`config.mk`:
```
export PLATFORM = sky130hd
export DESIGN_NAME = eps_output_stage
export DESIGN_NICKNAME = d
export VERILOG_FILES = /design/src/shared/eps_pkg.sv /design/src/shared/eps_db_if.sv /design/src/rtl/eps_deadband.sv /design/src/rtl/eps_output_stage.sv /design/src/rtl/eps_sync2.sv
export SDC_FILE = /design/constraint.sdc
export NUM_CORES = 1
export LEC_CHECK = 0
export ABC_AREA = 1
export BUFFER_PORTS_ARGS = -buffer_cell sky130_fd_sc_hd__buf_2
export CAP_MARGIN = 0
export CORE_MARGIN = 2
export CORE_UTILIZATION = 61
export DETAILED_ROUTE_END_ITERATION = 6
export MAX_ROUTING_LAYER = met4
export PLACE_DENSITY = 0.85
export SETUP_SLACK_MARGIN = 0.1
export SLEW_MARGIN = 10
export SYNTH_ARGS = -nofsm -noshare
export SYNTH_HDL_FRONTEND = slang
export SYNTH_HIERARCHICAL = 1
export SYNTH_SLANG_ARGS = --single-unit
```
`constraint.sdc`:
```
create_clock -name core_clk_i -period 3.8 [get_ports core_clk_i]
set_clock_uncertainty 0.1 [all_clocks]
set_input_delay 0 -clock core_clk_i [delete_from_list [all_inputs] [get_ports core_clk_i]]
set_output_delay 0 -clock core_clk_i [all_outputs]
set_load 0.1 [all_outputs]
```
`src/shared/eps_pkg.sv`:
```
// constants shared by the pwm output stage modules
package eps_pkg;
    // clock and dead-band timing
    localparam int          CLK_PERIOD_NS   = 4;
    localparam int          TOSC_NS         = 4;
    localparam int          TOSC_PER_TCY    = 4;
    localparam int          TCY_NS          = TOSC_PER_TCY * TOSC_NS;
    localparam int          TCY_CYCLES      = (TCY_NS + CLK_PERIOD_NS - 1) / CLK_PERIOD_NS;
    localparam int          DB_W            = 7;
    localparam int          DB_TGT_W        = 9;

    // mode select field
    localparam logic [1:0]  MODE_PWM_SEL    = 2'h3;
    localparam int          POL_A_BIT       = 1;
    localparam int          POL_B_BIT       = 0;

    // output configuration codes
    localparam logic [1:0]  OCFG_SINGLE     = 2'h0;
    localparam logic [1:0]  OCFG_HALF       = 2'h2;

    // shutdown source select bit positions
    localparam int          SRC_EXT_BIT     = 0;
    localparam int          SRC_CMP_BIT     = 1;
    localparam int          SRC_FW_BIT      = 2;

    // shutdown state codes per pin group
    localparam logic [1:0]  SS_DRIVE_LO     = 2'h0;
    localparam logic [1:0]  SS_DRIVE_HI     = 2'h1;
    localparam int          SS_TRI_BIT      = 1;

    // steering enable bit positions
    localparam int          STR_A_BIT       = 0;
    localparam int          STR_B_BIT       = 1;

    // reset values
    localparam logic [1:0]  STEER_RST       = 2'h0;
    localparam logic [DB_TGT_W-1:0] CNT_RST = 9'h000;
endpackage

```
`src/shared/eps_db_if.sv`:
```
// request and answer of one dead-band channel
`timescale 1ns/1ns
interface eps_db_if;
    import eps_pkg::*;
    logic                   req;
    logic [DB_TGT_W-1:0]    target;
    logic                   act;

    modport ctrl (output req, output target, input act);
    modport chan (input req, input target, output act);
endinterface

```
`src/rtl/eps_deadband.sv`:
```
// one dead-band channel: delays the rise of its active level
`timescale 1ns/1ns
module eps_deadband (
    input  wire logic   core_clk_i,
    input  wire logic   arst_n_i,
    eps_db_if.chan      db
);
    import eps_pkg::*;

    typedef struct packed {
        logic [DB_TGT_W-1:0] cnt;
        logic                act;
    } eps_db_s;

    eps_db_s st_ff;
    eps_db_s nxt_st;

    // count clocks while requested; a request shorter than the delay never shows
    always_comb
    begin
        nxt_st = st_ff;
        if (!db.req)
        begin
            nxt_st.cnt = CNT_RST;
            nxt_st.act = 1'b0;
        end
        else if (st_ff.cnt >= db.target)
            nxt_st.act = 1'b1;
        else
            nxt_st.cnt = st_ff.cnt + 9'h001;
    end

    always_ff @(posedge core_clk_i or negedge arst_n_i)
    begin
        if (!arst_n_i)
            st_ff <= '{cnt: CNT_RST, act: 1'b0};
        else
            st_ff <= nxt_st;
    end

    assign db.act = st_ff.act;

    // falling toward inactive is never delayed
    property p_db_fall;
        @(posedge core_clk_i) disable iff (!arst_n_i)
        !db.req |=> !db.act;
    endproperty
    a_db_fall: assert property (p_db_fall)
        else $error("dead-band output stayed active after request fell");

    // a nonzero delay keeps the output inactive for the first two cycles
    property p_db_hold;
        @(posedge core_clk_i) disable iff (!arst_n_i)
        ($rose(db.req) && db.target != 9'h000) |=> !db.act ##1 !db.act;
    endproperty
    a_db_hold: assert property (p_db_hold)
        else $error("dead-band output went active before its delay");
endmodule

```
`src/rtl/eps_output_stage.sv`:
```
// pwm output stage: half-bridge, dead-band, auto-shutdown, steering
//
// Summary of operation
// - half-bridge drives waveform and its complement
// - dead-band counted in four-clock instruction cycles
// - delay only on inactive to active edges
// - delay above duty keeps output inactive
// - source select enables pin, comparator, firmware
// - status can read zero while outputs stay shut until the next period start
// - shutdown sets status until cleared or restart
// - pin and comparator shutdown force pins without waiting a clock
// - each pin group picks high, low, tristate
// - shutdown follows source level, not edges
// - status writes ignored while condition present
// - restart resumes at next period start
// - auto-restart clears status when condition goes
// - single mode steers waveform to either pin
// - mode low bits set steered pin polarity
// - shutdown touches only enabled pins: both in half-bridge, steering-enabled ones in single mode
// - mode codes 1100 to 1111 select pwm
// - output configuration 10 selects half-bridge
// - steering sync picks period start or immediate
`timescale 1ns/1ns
module eps_output_stage (
    input  wire logic                   core_clk_i,
    input  wire logic                   arst_n_i,
    // time base
    input  wire logic                   pwm_raw_i,
    input  wire logic                   period_start_i,
    // configuration
    input  wire logic [3:0]             module_mode_select_i,
    input  wire logic [1:0]             output_configuration_i,
    input  wire logic [eps_pkg::DB_W-1:0] deadband_count_i,
    input  wire logic                   auto_restart_enable_i,
    input  wire logic [2:0]             shutdown_source_select_i,
    input  wire logic [1:0]             shutdown_state_group_a_i,
    input  wire logic [1:0]             shutdown_state_group_b_i,
    input  wire logic [1:0]             steering_enable_bits_i,
    input  wire logic                   steering_sync_select_i,
    // firmware access to the status bit
    input  wire logic                   shutdown_status_wr_i,
    input  wire logic                   shutdown_status_wdata_i,
    // shutdown sources
    input  wire logic                   ext_int_pin_i,
    input  wire logic                   comparator_one_i,
    // status and pins
    output logic                        shutdown_event_status_o,
    output logic                        pwm_out_primary_o,
    output logic                        pwm_out_primary_oe_o,
    output logic                        pwm_out_secondary_o,
    output logic                        pwm_out_secondary_oe_o
);
    import eps_pkg::*;

    typedef struct packed {
        logic       status;
        logic       hold;
        logic       run;
        logic [1:0] steer;
        logic       out_a;
        logic       out_b;
        logic       oe_a;
        logic       oe_b;
    } eps_stage_s;

    eps_stage_s st_ff;
    eps_stage_s nxt_st;

    // shutdown level from the selected hardware sources
    function automatic logic sd_cond(
        input logic [2:0] sel,
        input logic       ext_lvl,
        input logic       cmp_lvl
    );
        sd_cond = (sel[SRC_EXT_BIT] & ~ext_lvl) | (sel[SRC_CMP_BIT] & cmp_lvl);
    endfunction

    // pin override: returns {oe, level}; a released pin is never forced
    function automatic logic [1:0] shut_pin(
        input logic [1:0] ss,
        input logic       force_sd,
        input logic       oe,
        input logic       lvl
    );
        if (!oe || !force_sd)
            shut_pin = {oe, lvl};
        else if (ss[SS_TRI_BIT])
            shut_pin = 2'h0;
        else if (ss == SS_DRIVE_HI)
            shut_pin = 2'h3;
        else
            shut_pin = 2'h2;
    endfunction

    logic [1:0] src_sync;
    logic       ext_s;
    logic       cmp_s;
    logic       cond_sync;
    logic       cond_raw;
    logic       mode_pwm;
    logic       half;
    logic       single;
    logic       pol_a;
    logic       pol_b;
    logic       fw_set;
    logic       fw_clr;
    logic       en_a;
    logic       en_b;
    logic       force_sd;
    logic [1:0] pin_a;
    logic [1:0] pin_b;
    logic [DB_TGT_W-1:0] db_target;

    eps_db_if db_a ();
    eps_db_if db_b ();

    // two flops before status logic; pin enters inverted so a zero reset means idle
    eps_sync2 #(
        .W (2)
    ) u_src_sync (
        .core_clk_i (core_clk_i),
        .arst_n_i   (arst_n_i),
        .async_i    ({comparator_one_i, ~ext_int_pin_i}),
        .sync_o     (src_sync)
    );

    assign ext_s = ~src_sync[0];
    assign cmp_s = src_sync[1];

    // decode of mode and output configuration
    assign mode_pwm = (module_mode_select_i[3:2] == MODE_PWM_SEL);
    assign half     = mode_pwm && (output_configuration_i == OCFG_HALF);
    assign single   = mode_pwm && (output_configuration_i == OCFG_SINGLE);
    assign pol_a    = module_mode_select_i[POL_A_BIT];
    assign pol_b    = module_mode_select_i[POL_B_BIT];

    // level-sensitive conditions; the raw one skips the synchroniser on purpose
    assign cond_sync = sd_cond(shutdown_source_select_i, ext_s, cmp_s);
    assign cond_raw  = sd_cond(shutdown_source_select_i,
                               ext_int_pin_i, comparator_one_i);

    // firmware access; a write of one is itself a shutdown source
    assign fw_set = shutdown_status_wr_i && shutdown_status_wdata_i
                    && shutdown_source_select_i[SRC_FW_BIT];
    assign fw_clr = shutdown_status_wr_i && !shutdown_status_wdata_i;

    // dead-band only applies in half-bridge; steering passes straight through
    assign db_target = half ? DB_TGT_W'(deadband_count_i) * DB_TGT_W'(TCY_CYCLES)
                            : CNT_RST;

    // channel requests: complement on the secondary in half-bridge
    assign db_a.req    = st_ff.run && pwm_raw_i;
    assign db_b.req    = st_ff.run && (half ? !pwm_raw_i : pwm_raw_i);
    assign db_a.target = db_target;
    assign db_b.target = db_target;

    eps_deadband u_db_a (
        .core_clk_i (core_clk_i),
        .arst_n_i   (arst_n_i),
        .db         (db_a)
    );

    eps_deadband u_db_b (
        .core_clk_i (core_clk_i),
        .arst_n_i   (arst_n_i),
        .db         (db_b)
    );

    // pins are enabled by mode and, in single mode, by steering
    assign en_a = half || (single && st_ff.steer[STR_A_BIT]);
    assign en_b = half || (single && st_ff.steer[STR_B_BIT]);

    // next state of the whole stage
    always_comb
    begin
        nxt_st = st_ff;

        // status: a live condition beats any firmware clear
        if (cond_sync || fw_set)
            nxt_st.status = 1'b1;
        else if (fw_clr)
            nxt_st.status = 1'b0;
        else if (auto_restart_enable_i && st_ff.status)
            nxt_st.status = 1'b0;

        // outputs stay shut until a period starts with status clear
        if (st_ff.status || cond_sync || fw_set)
            nxt_st.hold = 1'b1;
        else if (period_start_i)
            nxt_st.hold = 1'b0;

        // a fresh enable waits for a period start to avoid a partial pulse
        if (!(half || single))
            nxt_st.run = 1'b0;
        else if (period_start_i)
            nxt_st.run = 1'b1;

        // steering update, immediate or at period start
        if (!steering_sync_select_i || period_start_i)
            nxt_st.steer = steering_enable_bits_i;

        // registered pin levels with polarity applied
        nxt_st.out_a = db_a.act ^ pol_a;
        nxt_st.out_b = db_b.act ^ pol_b;
        nxt_st.oe_a  = en_a;
        nxt_st.oe_b  = en_b;
    end

    // only constants under reset; pins released until configured
    always_ff @(posedge core_clk_i or negedge arst_n_i)
    begin
        if (!arst_n_i)
            st_ff <= '{status: 1'b0, hold: 1'b0, run: 1'b0, steer: STEER_RST,
                       out_a: 1'b0, out_b: 1'b0, oe_a: 1'b0, oe_b: 1'b0};
        else
            st_ff <= nxt_st;
    end

    // forcing is combinational so a pin or comparator fault reaches the pins with no clock; a firmware shutdown waits for hold
    assign force_sd = st_ff.hold || cond_raw;
    assign pin_a    = shut_pin(shutdown_state_group_a_i, force_sd,
                               st_ff.oe_a, st_ff.out_a);
    assign pin_b    = shut_pin(shutdown_state_group_b_i, force_sd,
                               st_ff.oe_b, st_ff.out_b);

    assign pwm_out_primary_oe_o   = pin_a[1];
    assign pwm_out_primary_o      = pin_a[0];
    assign pwm_out_secondary_oe_o = pin_b[1];
    assign pwm_out_secondary_o    = pin_b[0];
    assign shutdown_event_status_o = st_ff.status;

    // a synchronised condition sets the status on the next edge
    property p_sd_set;
        @(posedge core_clk_i) disable iff (!arst_n_i)
        cond_sync |=> shutdown_event_status_o;
    endproperty
    a_sd_set: assert property (p_sd_set)
        else $error("shutdown condition did not set the status");

    // a clear write cannot drop the status under a live condition
    property p_sw_ignored;
        @(posedge core_clk_i) disable iff (!arst_n_i)
        (cond_sync && fw_clr) |=> shutdown_event_status_o;
    endproperty
    a_sw_ignored: assert property (p_sw_ignored)
        else $error("status cleared while shutdown condition present");

    // auto-restart clears the status one edge after the condition goes
    property p_auto_clear;
        @(posedge core_clk_i) disable iff (!arst_n_i)
        (shutdown_event_status_o && auto_restart_enable_i && !cond_sync && !fw_set)
            |=> !shutdown_event_status_o;
    endproperty
    a_auto_clear: assert property (p_auto_clear)
        else $error("auto-restart did not clear the status");

    // without auto-restart only firmware clears the status
    property p_sticky;
        @(posedge core_clk_i) disable iff (!arst_n_i)
        (shutdown_event_status_o && !auto_restart_enable_i && !fw_clr)
            |=> shutdown_event_status_o;
    endproperty
    a_sticky: assert property (p_sticky)
        else $error("status dropped without a clear");

    // pins leave shutdown only on a period start
    property p_restart_period;
        @(posedge core_clk_i) disable iff (!arst_n_i)
        $fell(st_ff.hold) |-> $past(period_start_i);
    endproperty
    a_restart_period: assert property (p_restart_period)
        else $error("outputs resumed away from a period start");

    // raw condition drives the low shutdown level in the same cycle
    property p_async_force;
        @(posedge core_clk_i) disable iff (!arst_n_i)
        (cond_raw && st_ff.oe_a && shutdown_state_group_a_i == SS_DRIVE_LO)
            |-> (pwm_out_primary_oe_o && !pwm_out_primary_o);
    endproperty
    a_async_force: assert property (p_async_force)
        else $error("primary pin not forced low on shutdown");

    // tristate shutdown state releases an enabled pin
    property p_tristate;
        @(posedge core_clk_i) disable iff (!arst_n_i)
        (force_sd && shutdown_state_group_b_i[SS_TRI_BIT]) |-> !pwm_out_secondary_oe_o;
    endproperty
    a_tristate: assert property (p_tristate)
        else $error("secondary pin driven in tristate shutdown");

    // dead-band never lets both half-bridge sides be active together
    property p_no_overlap;
        @(posedge core_clk_i) disable iff (!arst_n_i)
        (half && $past(half)) |-> !(db_a.act && db_b.act);
    endproperty
    a_no_overlap: assert property (p_no_overlap)
        else $error("both half-bridge outputs active at once");

    // steered pins carry the same waveform once single mode settles
    property p_steer_same;
        @(posedge core_clk_i) disable iff (!arst_n_i)
        (single && $past(single) && $past(single, 2)) |-> (db_a.act == db_b.act);
    endproperty
    a_steer_same: assert property (p_steer_same)
        else $error("steered pins carry different waveforms");

    // synchronised steering holds between period starts
    property p_steer_sync;
        @(posedge core_clk_i) disable iff (!arst_n_i)
        (steering_sync_select_i && !period_start_i) |=> $stable(st_ff.steer);
    endproperty
    a_steer_sync: assert property (p_steer_sync)
        else $error("steering changed away from a period start");

    // outside pwm mode both pins are released
    property p_pwm_off;
        @(posedge core_clk_i) disable iff (!arst_n_i)
        !mode_pwm [*2] |-> (!pwm_out_primary_oe_o && !pwm_out_secondary_oe_o);
    endproperty
    a_pwm_off: assert property (p_pwm_off)
        else $error("pin driven outside pwm mode");
endmodule

```
`src/rtl/eps_sync2.sv`:
```
// two flip-flop synchroniser for asynchronous levels
`timescale 1ns/1ns
module eps_sync2 #(
    parameter int W = 2
) (
    input  wire logic           core_clk_i,
    input  wire logic           arst_n_i,
    input  wire logic [W-1:0]   async_i,
    output logic      [W-1:0]   sync_o
);
    typedef struct packed {
        logic [W-1:0] s1;
        logic [W-1:0] s2;
    } eps_sync_s;

    eps_sync_s st_ff;
    eps_sync_s nxt_st;

    // first stage feeds only the second stage
    always_comb
    begin
        nxt_st.s1 = async_i;
        nxt_st.s2 = st_ff.s1;
    end

    // reset value is the idle level of both sources
    always_ff @(posedge core_clk_i or negedge arst_n_i)
    begin
        if (!arst_n_i)
            st_ff <= '{s1: {W{1'b0}}, s2: {W{1'b0}}};
        else
            st_ff <= nxt_st;
    end

    assign sync_o = st_ff.s2;
endmodule

```
## Word-level counts from Yosys, hierarchy flattened

Cells that the tools add are included.

- Register bits: 33
- Input port bits: 32
- Output and inout bits: 5
- Word-level logic and storage cells: 86

- $add $sub $neg: 2
- $lt $le $gt $ge: 2
- Equality and inequality tests: 9
- Muxes and demuxes: 21
- Bitwise operators: 9
- Reduce and logical (&&, ||, !) cells: 29

Operators by type and width:

| cell | count |
|---|---|
| $mux 9 | 3 |
| $mux 10 | 2 |
| $add 9x1->9 const B | 2 |
| $ge 9x9->1 | 2 |
| $mux 1 | 12 |
| $logic_and 1x1->1 | 10 |
| $logic_or 1x1->1 | 10 |
| $ne 2x2->1 const B | 5 |
| $mux 2 | 4 |
| $logic_not 1->1 | 6 |
| $and 1x1->1 | 4 |
| $eq 2x1->1 const B | 2 |
| $eq 2x2->1 const B | 2 |
| $reduce_bool 3->1 | 1 |
| $logic_not 2->1 | 1 |
| $or 1x1->1 | 2 |
| $reduce_bool 2->1 | 1 |
| $xor 1x1->1 | 2 |
| $not 1->1 | 1 |

## Depth between registers and ports, before layout

Gate-level depths: netlist (run 1).

- Word-level depth: 7
- Depth in mapped cells: 16

## By module

The synthesis (run 1) kept the hierarchy.

By module, submodules not included:

| module | times used | cells an instance | area each (µm²) | seq. area each (µm²) |
|---|---|---|---|---|
| eps_deadband at u_db_b | 1 | 127 | 875.8 | 250.2 |
| eps_deadband at u_db_a | 1 | 117 | 837.1 | 250.2 |
| eps_output_stage | 1 | 80 | 535.5 | 225.2 |
| eps_sync2 | 1 | 4 | 100.1 | 100.1 |

## Least setup slack after synthesis (run 1)

Ideal clock, no wire load.

- Path type: register -> output
- From: register, netlist name st_ff[7]
- To: output port pwm_out_primary_oe_o
- Arrival time: 1.938 ns
- Required time: 3.700 ns
- Setup slack: 1.762 ns
- Cell stages (with the launch flop): 4
- Path through: dfrtp_1 -> inv_1 -> nand3_2 -> a21boi_1

RTL lines:

| item | line | text |
|---|---|---|
| end: declaration | eps_output_stage.sv:49 | `output logic pwm_out_primary_oe_o,` |

## Worst setup path after layout (run 1)

- From: input port output_configuration_i[0]
- To: register u_db_b/st_ff[3] (netlist name)

- Longest elaborated chain between the ends: 5
- Elaborated cells on any way between the ends: 8
- Classes of those cells: 1 x order compare; 2 x eq/ne; 3 x mux; 2 x reduce/logical

Ends and longest elaborated chain:

| item | line | text |
|---|---|---|
| start: declaration | eps_output_stage.sv:32 | `input wire logic [1:0] output_configuration_i,` |
| $eq 2x2->1 * | eps_output_stage.sv:132 | `assign half = mode_pwm && (output_configuration_i == OCFG_HALF);` |
| $logic_and 1x1->1 * | eps_output_stage.sv:132 |  |
| $mux 1 * | eps_output_stage.sv:153 | `assign db_b.req = st_ff.run && (half ? !pwm_raw_i : pwm_raw_i);` |
| $logic_and 1x1->1 * | eps_output_stage.sv:153 |  |
| net db_b.req | eps_db_if.sv:5 | `logic req;` |
| $ne 2x2->1 (no source line) / $mux 10 (equally long branches) | n/a |  |
| end signal: assignment | eps_deadband.sv:36 | `st_ff <= '{cnt: CNT_RST, act: 1'b0};` |
| end signal: assignment | eps_deadband.sv:38 | `st_ff <= nxt_st;` |
| end: declaration | eps_deadband.sv:15 | `eps_db_s st_ff;` |

The timed path passes the listed nets; every way through them passes the cells marked *.
A chain may end at the register's enable or synchronous reset.

==> results.md, run 1 <==
* Maximum clock insertion buffer count at 2
* Power Density at 287 nW/um2
* Post-CTS sizing at 0
* Main combinational cell family by area after synthesis: simple AND/OR/NAND/NOR gates
* Filler cells at 278
* Max IR drop VDD at 0.000215 V
* Syn Inst Count at 328
* Hold WS at 184 ps
* Number of I/O pins at 37
* Flip-flop and latch area at 826 um2
* CTS tree: built
* Netlist Area Pre-Place at 2350 um2
* DRC Markers at 0
* Worst reg2reg path startpoint: st_ff[6]$_DFFE_PN0P_
* Post-synthesis xor/xnor area fraction at 4.10%
* Postcts setup bufs at 0
* Fin. Hold Viols at 0
* Hold crit path type: primary input to register
* Met2 routed WL at 3180 um
* WP depth at 11
* Total global routing overflow at 0
* CP max FO at 12
* Post-Synth Simple-Gate Area at 33.5%
* Fin Setup TNS at 0 ps
* Warnings, synthesis at 6
* First-pass GRT wire length at 10,000 um
* Critical path launch point type: primary input
* Layout cells sized above 1 at 16.2%
* RSZ-0062 raised after global routing: no
* Number of synthesized flops with an enable pin at 0
* Max incr delay on CP at 600 ps
* Post-synthesis mux area share at 0%
* Area of the multi-input gates at 1270 um2
* Initial Util at 63.7%
* Yosys cell types at 29
* Worst Tran Pin Value at 770 ps
* DRT Pass-1 Iters at 4
* Worst setup path endpoint: u_db_b/st_ff[3]$_DFFE_PN0P_
* CP arrival at 2500 ps
* DP HPWL at 3700 um
* Root Buffer Master: clkbuf_8
* PortBufs at 36
* Gr usage total at 31.3%
* MaxCap Viol Count at 0
* Leading cell type in the layout, fill and taps excluded: nand2_1
* Placed cell count at 411
* Post-route ant nets at 0
* Clk Latency, worst-skew pair at 290 ps
* Initial antenna violation count at 0
* HP Start: pwm_raw_i
* WL/cell at 13.3 um
* GPL Wtd Cong at 0.837
* Synth Register Bits at 33
* Vias in the first global route at 2,277
* Setup crit start: output_configuration_i[0]
* DR top layer: met4
* Final nets at 445
* Final Slew Violations at 0
* CTS Buf Count at 5
* Final setup vio count at 0
* FP Rows at 22
* CP endpoint kind: register
* Most frequent cell on the critical path: nand2_1
* WS Path Type: primary input to register
* Hold buffer count at cts at 23
* Worst Hold Path Cells at 6
* Core Box Area at 3690 um2
* Worst r2r dst: u_db_b/st_ff[3]$_DFFE_PN0P_
* R2R setup slack at 1700 ps
* Async set-reset flop share out of synthesis at 100%
* Final WL at 5870 um
* P&R area growth vs syn at 24.1%
* N_diodes at 0
* Wl on met1 at 2260 um
* Post-synth top flop: dfrtp_1
* Metal3 WL at 254 um
* Via density at 5.12
* Clk sinks at 33
* Critical Path RT at 3920 ps
* Worst r2r path cells at 6
* Die span in x at 66.1 um
* Relative slew slack at 48.5%
* Leak Pwr at 1.61 nW
* Worst path top cell family by delay: simple AND/OR/NAND/NOR gates
* Status: finished, final reports clean
* Syn Area/Cell at 7.16 um2
* Largest net degree at the start of global routing at 34
* Htree depth at 2
* Final period util at 62.5%
* Post-synthesis compound-gate area fraction at 5.06%
* Register area share after synthesis at 35.2%
* Period minus WS final at 2380 ps
* Bufs and invs on worst path at 4
* Most frequent cells in the layout: 91 x nand2_1, 59 x inv_1, 36 x buf_2
* Die Ht at 66.1 um
* Crit-path slowest cell: nor2_1
* Detailed Route Iter0 Violations at 126
* Worst-path cell chain: dlygate4sd3_1 -> buf_2 -> inv_1 -> nand2_1 -> nor2_2 -> nor2_1 -> nor2_1 -> clkinv_1 -> nor3_1 -> nand2_1 -> nand2_1
* Clk slew on worst S/H paths at 70 ps
* Final Non-Filler Cells at 442
* Adder-cell area share of the yosys netlist at 10.7%
* Fmax at 0.421 GHz
* Routed via count at 2,263
* Die area at 4360 um2
## layer usage
metal	vias up	track usage [%]
met5	-	-
met1	1038	31.3
met3	27	6.30
li1	1135	-
met4	0	12.2
met2	63	59.2
## through the flow
step | cell area, um2 | total power [mW] | setup slack (ps) | util [%]
6_report | 2920 | 0.838 | 1420 | 79.0
5_1_grt | 2920 | 0.868 | 1160 | 79.0
4_1_cts | 2920 | 0.834 | 1460 | 79.0
3_5_place_dp | 2570 | 0.475 | 1710 | 69.6
3_3_place_gp | 2570 | 0.472 | 1700 | 69.6
2_1_floorplan | 2360 | 0.440 | 1760 | -
## logic make-up after synthesis
| logic type | count (synthesis) |
|---|---|
| AND/OR/NAND/NOR | 177 |
| buffers and inverters | 67 |
| flip-flops | 33 |
| adder cells (fa/ha/maj) | 20 |
| AO/OA/AOI/OAI | 19 |
| XOR/XNOR | 11 |
| other | 1 |
## where the power goes
part	switching, mW	internal [mW]
sequential	0.00513	0.360
clock	0.130	0.214
combinational	0.0813	0.0478
## area by class of cell
class	count	area share [%]
multi-input cells	231	43.4
clock inverters	1	1.03
repair buffers	59	14.1
inverters	63	8.11
clock buffers	7	2.96
flip-flops and latches	33	28.3
well taps	48	2.06
## flip-flops by register name, indices dropped and copies added, names as in the netlist
signal and count:
u_db_a/db.act 1, st_ff 8, u_db_a/st_ff 9, u_src_sync/sync_o 2, u_src_sync/nxt_st 2, u_db_b/db.act 1, u_db_b/st_ff 9, shutdown_event_status_o 1
## synth_stat cells (2+ instances only)
| master | number | area (um2) |
|---|---|---|
| nand3_2 | 4 | 40.0 |
| nand2_1 | 91 | 342 |
| xor2_1 | 6 | 52.6 |
| nor2_2 | 4 | 25.0 |
| ha_1 | 20 | 250 |
| nand4_1 | 3 | 18.8 |
| xnor2_1 | 5 | 43.8 |
| nor2_1 | 30 | 113 |
| inv_1 | 59 | 221 |
| buf_6 | 2 | 22.5 |
| a21oi_2 | 2 | 17.5 |
| nand3_1 | 35 | 175 |
| nor2_4 | 2 | 22.5 |
| nand2_2 | 5 | 31.3 |
| dfrtp_1 | 33 | 826 |
| o21ai_0 | 3 | 15.0 |
| a21oi_1 | 9 | 45.0 |
| a21boi_1 | 2 | 15.0 |
| inv_2 | 3 | 11.3 |
## tightest hold or removal path: stages
cell	delay (ps)
buf_2	90
nand2_1	50
nand2_1	50
nor2_1	160
nand3_1	130
nand2_1	50
## worst min path at each step
stage,end,slack (ps)
2_1_floorplan,shutdown_event_status_o$_DFFE_PN0P_,-400
3_3_place_gp,u_src_sync/nxt_st[1]$_DFF_PN0_,-20
3_5_place_dp,u_src_sync/sync_o[1]$_DFF_PN0_,-10
4_1_cts,u_db_b/st_ff[1]$_DFFE_PN0P_,180
5_1_grt,u_db_b/st_ff[1]$_DFFE_PN0P_,240
6_report,u_db_b/st_ff[1]$_DFFE_PN0P_,180
Note: power is estimated with default switching activity, not from simulation.
==> run 2, diff against run 1 <==
--- a/config.mk
+++ b/config.mk
@@ -9,10 +9,10 @@
 export BUFFER_PORTS_ARGS = -buffer_cell sky130_fd_sc_hd__buf_2
 export CAP_MARGIN = 0
 export CORE_MARGIN = 2
-export CORE_UTILIZATION = 61
+export CORE_UTILIZATION = 57
 export DETAILED_ROUTE_END_ITERATION = 6
 export MAX_ROUTING_LAYER = met4
-export PLACE_DENSITY = 0.85
+export PLACE_DENSITY = 0.8
 export SETUP_SLACK_MARGIN = 0.1
 export SLEW_MARGIN = 10
 export SYNTH_ARGS = -nofsm -noshare
==> constraint.sdc (replaced) <==
create_clock -name core_clk_i -period 2.3 [get_ports core_clk_i]
set_clock_uncertainty 0.1 [all_clocks]
set_input_delay 0 -clock core_clk_i [delete_from_list [all_inputs] [get_ports core_clk_i]]
set_output_delay 0 -clock core_clk_i [all_outputs]
set_load 0.1 [all_outputs]
==> run 2 against run 1 <==
Against the previous run:
- clock-buffer cell count down 1
- non-clock buffer count up 6
- critical path depth up 4
- register-to-register slack worse by 1300 ps
- critical path type unchanged
==> results.md, run 2 (same netlist as run 1, synthesis figures left out) <==
* Status: finished, final reports clean
* Fmax at 0.451 GHz
* Initial Util at 59.1% (-4.5 points)
* Die span in x at 68.2 um (+3.2%)
* Bufs and invs on worst path at 4 (unchanged)
* Clk Latency, worst-skew pair at 290 ps (about the same)
* Leak Pwr at 1.69 nW (+5.2%)
* Worst Tran Pin Value at 749 ps (-21.0 ps)
* Initial antenna violation count at 0 (unchanged)
* CP arrival at 2330 ps (-170 ps)
* Final period util at 96.4%
* Detailed Route Iter0 Violations at 302 (+140%)
* Worst path top cell family by delay: simple AND/OR/NAND/NOR gates
* Critical path launch point type: primary input
* Final WL at 6880 um (+17%)
* Max IR drop VDD at 0.000347 V (+62%)
* Clk sinks at 33 (unchanged)
* Maximum clock insertion buffer count at 2 (unchanged)
* Clk slew on worst S/H paths at 70 ps (about the same)
* Fin Setup TNS at 0 ps (unchanged)
* Hold WS at 216 ps (+32.4 ps)
* DRC Markers at 0 (unchanged)
* Largest net degree at the start of global routing at 34 (unchanged)
* CP max FO at 7 (-5)
* Leading cell type in the layout, fill and taps excluded: nand2_1
* Period minus WS final at 2220 ps
* Gr usage total at 28.5% (-2.8 points)
* WL/cell at 15.1 um (+14%)
* Routed via count at 2,468 (+9.1%)
* Total global routing overflow at 0 (unchanged)
* Core Box Area at 3970 um2 (+7.7%)
* Most frequent cell on the critical path: nand2_1
* Number of I/O pins at 37 (unchanged)
* MaxCap Viol Count at 0 (unchanged)
* Final Slew Violations at 0 (unchanged)
* Worst-path cell chain: dlygate4sd3_1 -> buf_2 -> nand2_1 -> nor2_4 -> inv_4 -> nor2_4 -> inv_1 -> ha_1 -> nand2_1 -> nand2_1 -> a21oi_4 -> nand2_4 -> nor2_4 -> nand3_1 -> nand2_1
* Post-route ant nets at 0 (unchanged)
* GPL Wtd Cong at 0.869 (+3.9%)
* DRT Pass-1 Iters at 5 (+1)
* Crit-path slowest cell: dlygate4sd3_1
* CTS Buf Count at 5 (unchanged)
* Worst reg2reg path startpoint: u_db_a/st_ff[7]$_DFFE_PN0P_
* Filler cells at 241 (-13%)
* Via density at 5.44 (+6.2%)
* PortBufs at 36 (unchanged)
* Setup WS pre-CTS at 277 ps (-1440 ps)
* Fin. Hold Viols at 0 (unchanged)
* Root Buffer Master: clkbuf_8
* FP Rows at 23 (+4.5%)
* Htree depth at 2 (unchanged)
* Relative slew slack at 50.1% (+1.6 points)
* Final setup vio count at 0 (unchanged)
* Vias in the first global route at 2,163 (-5.0%)
* Die Ht at 68.2 um (+3.2%)
* DP HPWL at 3800 um (+2.6%)
* Max incr delay on CP at 540 ps (-60 ps)
* CP endpoint kind: register
* Power Density at 450 nW/um2 (+57%)
* Setup crit start: output_configuration_i[1]
* CTS tree: built
* Most frequent cells in the layout: 86 x nand2_1, 59 x inv_1, 36 x buf_2
* P&R area growth vs syn at 34.4%
* Layout cells sized above 1 at 23.3% (+7.0 points)
* Die area at 4650 um2 (+6.6%)
* Final worst setup slack at 83.4 ps (-1340 ps)
* First-pass GRT wire length at 9540 um (-4.8%)
* RSZ-0062 raised after global routing: yes
* Hold crit path type: primary input to async pin
* WS Path Type: primary input to register
* Final nets at 455 (+2.2%)
* N_diodes at 0 (unchanged)
* Critical Path RT at 2420 ps (-1500 ps)
* Largest regs: u_db_a/st_ff: 9 flops, u_db_b/st_ff: 9 flops, st_ff: 8 flops
==> run 2: path summary, 6_finish.rpt <==
path                                                   to  slack (ps)  depth (start not counted)
min                        u_src_sync/nxt_st[1]$_DFF_PN0_         220                          2
min reg2reg                u_src_sync/sync_o[1]$_DFF_PN0_         260                          0
min in group core_clk_i       u_db_b/st_ff[5]$_DFFE_PN0P_         230                          6
max reg2reg                   u_db_a/st_ff[8]$_DFFE_PN0P_         420                          8
max in group asynchronous     u_db_b/st_ff[3]$_DFFE_PN0P_        1410                          2
max                           u_db_a/st_ff[8]$_DFFE_PN0P_          80                         15
==> run 2: cell type report <==
| type | instances | area (um2) | area share [%] |
|---|---|---|---|
| Clock buffer | 6 | 82.6 | 2.62 |
| Clock inverter | 2 | 37.5 | 1.19 |
| Sequential cell | 33 | 826 | 26.2 |
| Inverter | 63 | 239 | 7.57 |
| Tap cell | 50 | 62.6 | 1.98 |
| Timing Repair Buffer | 65 | 455 | 14.4 |
| Multi-Input combinational cell | 235 | 1450 | 46.1 |
==> run 2: repair_timing <==
action,CTS,global route
setup endpoints to repair,0,20
resized for setup,0,35
setup buffers,0,4
hold buffers,23,0
endpoints found under the hold margin,44,0
==> run 2: power breakdown <==
part           switching, mW  internal (mW)  leakage [nW]
sequential           0.00868          0.594         0.434
clock                  0.218          0.352        0.0574
combinational          0.155         0.0917          1.20
==> run 2: routing by layer <==
metal	track usage (%)	vias up	wire, um
li1	-	1164	-
met1	29.7	1149	2560
met2	50.2	119	3720
met3	6.25	36	343
met4	14.8	0	254
met5	-	-	0
==> run 2: metrics by stage <==
step	cell area, um2	cells	utilization (%)	total power, mW
floorplan	2360	331	-	0.726
global placement	2590	415	65.1	0.781
detailed placement	2590	415	65.1	0.785
CTS	2940	446	73.9	1.39
global route	3160	454	79.5	1.48
finish	3160	454	79.5	1.42
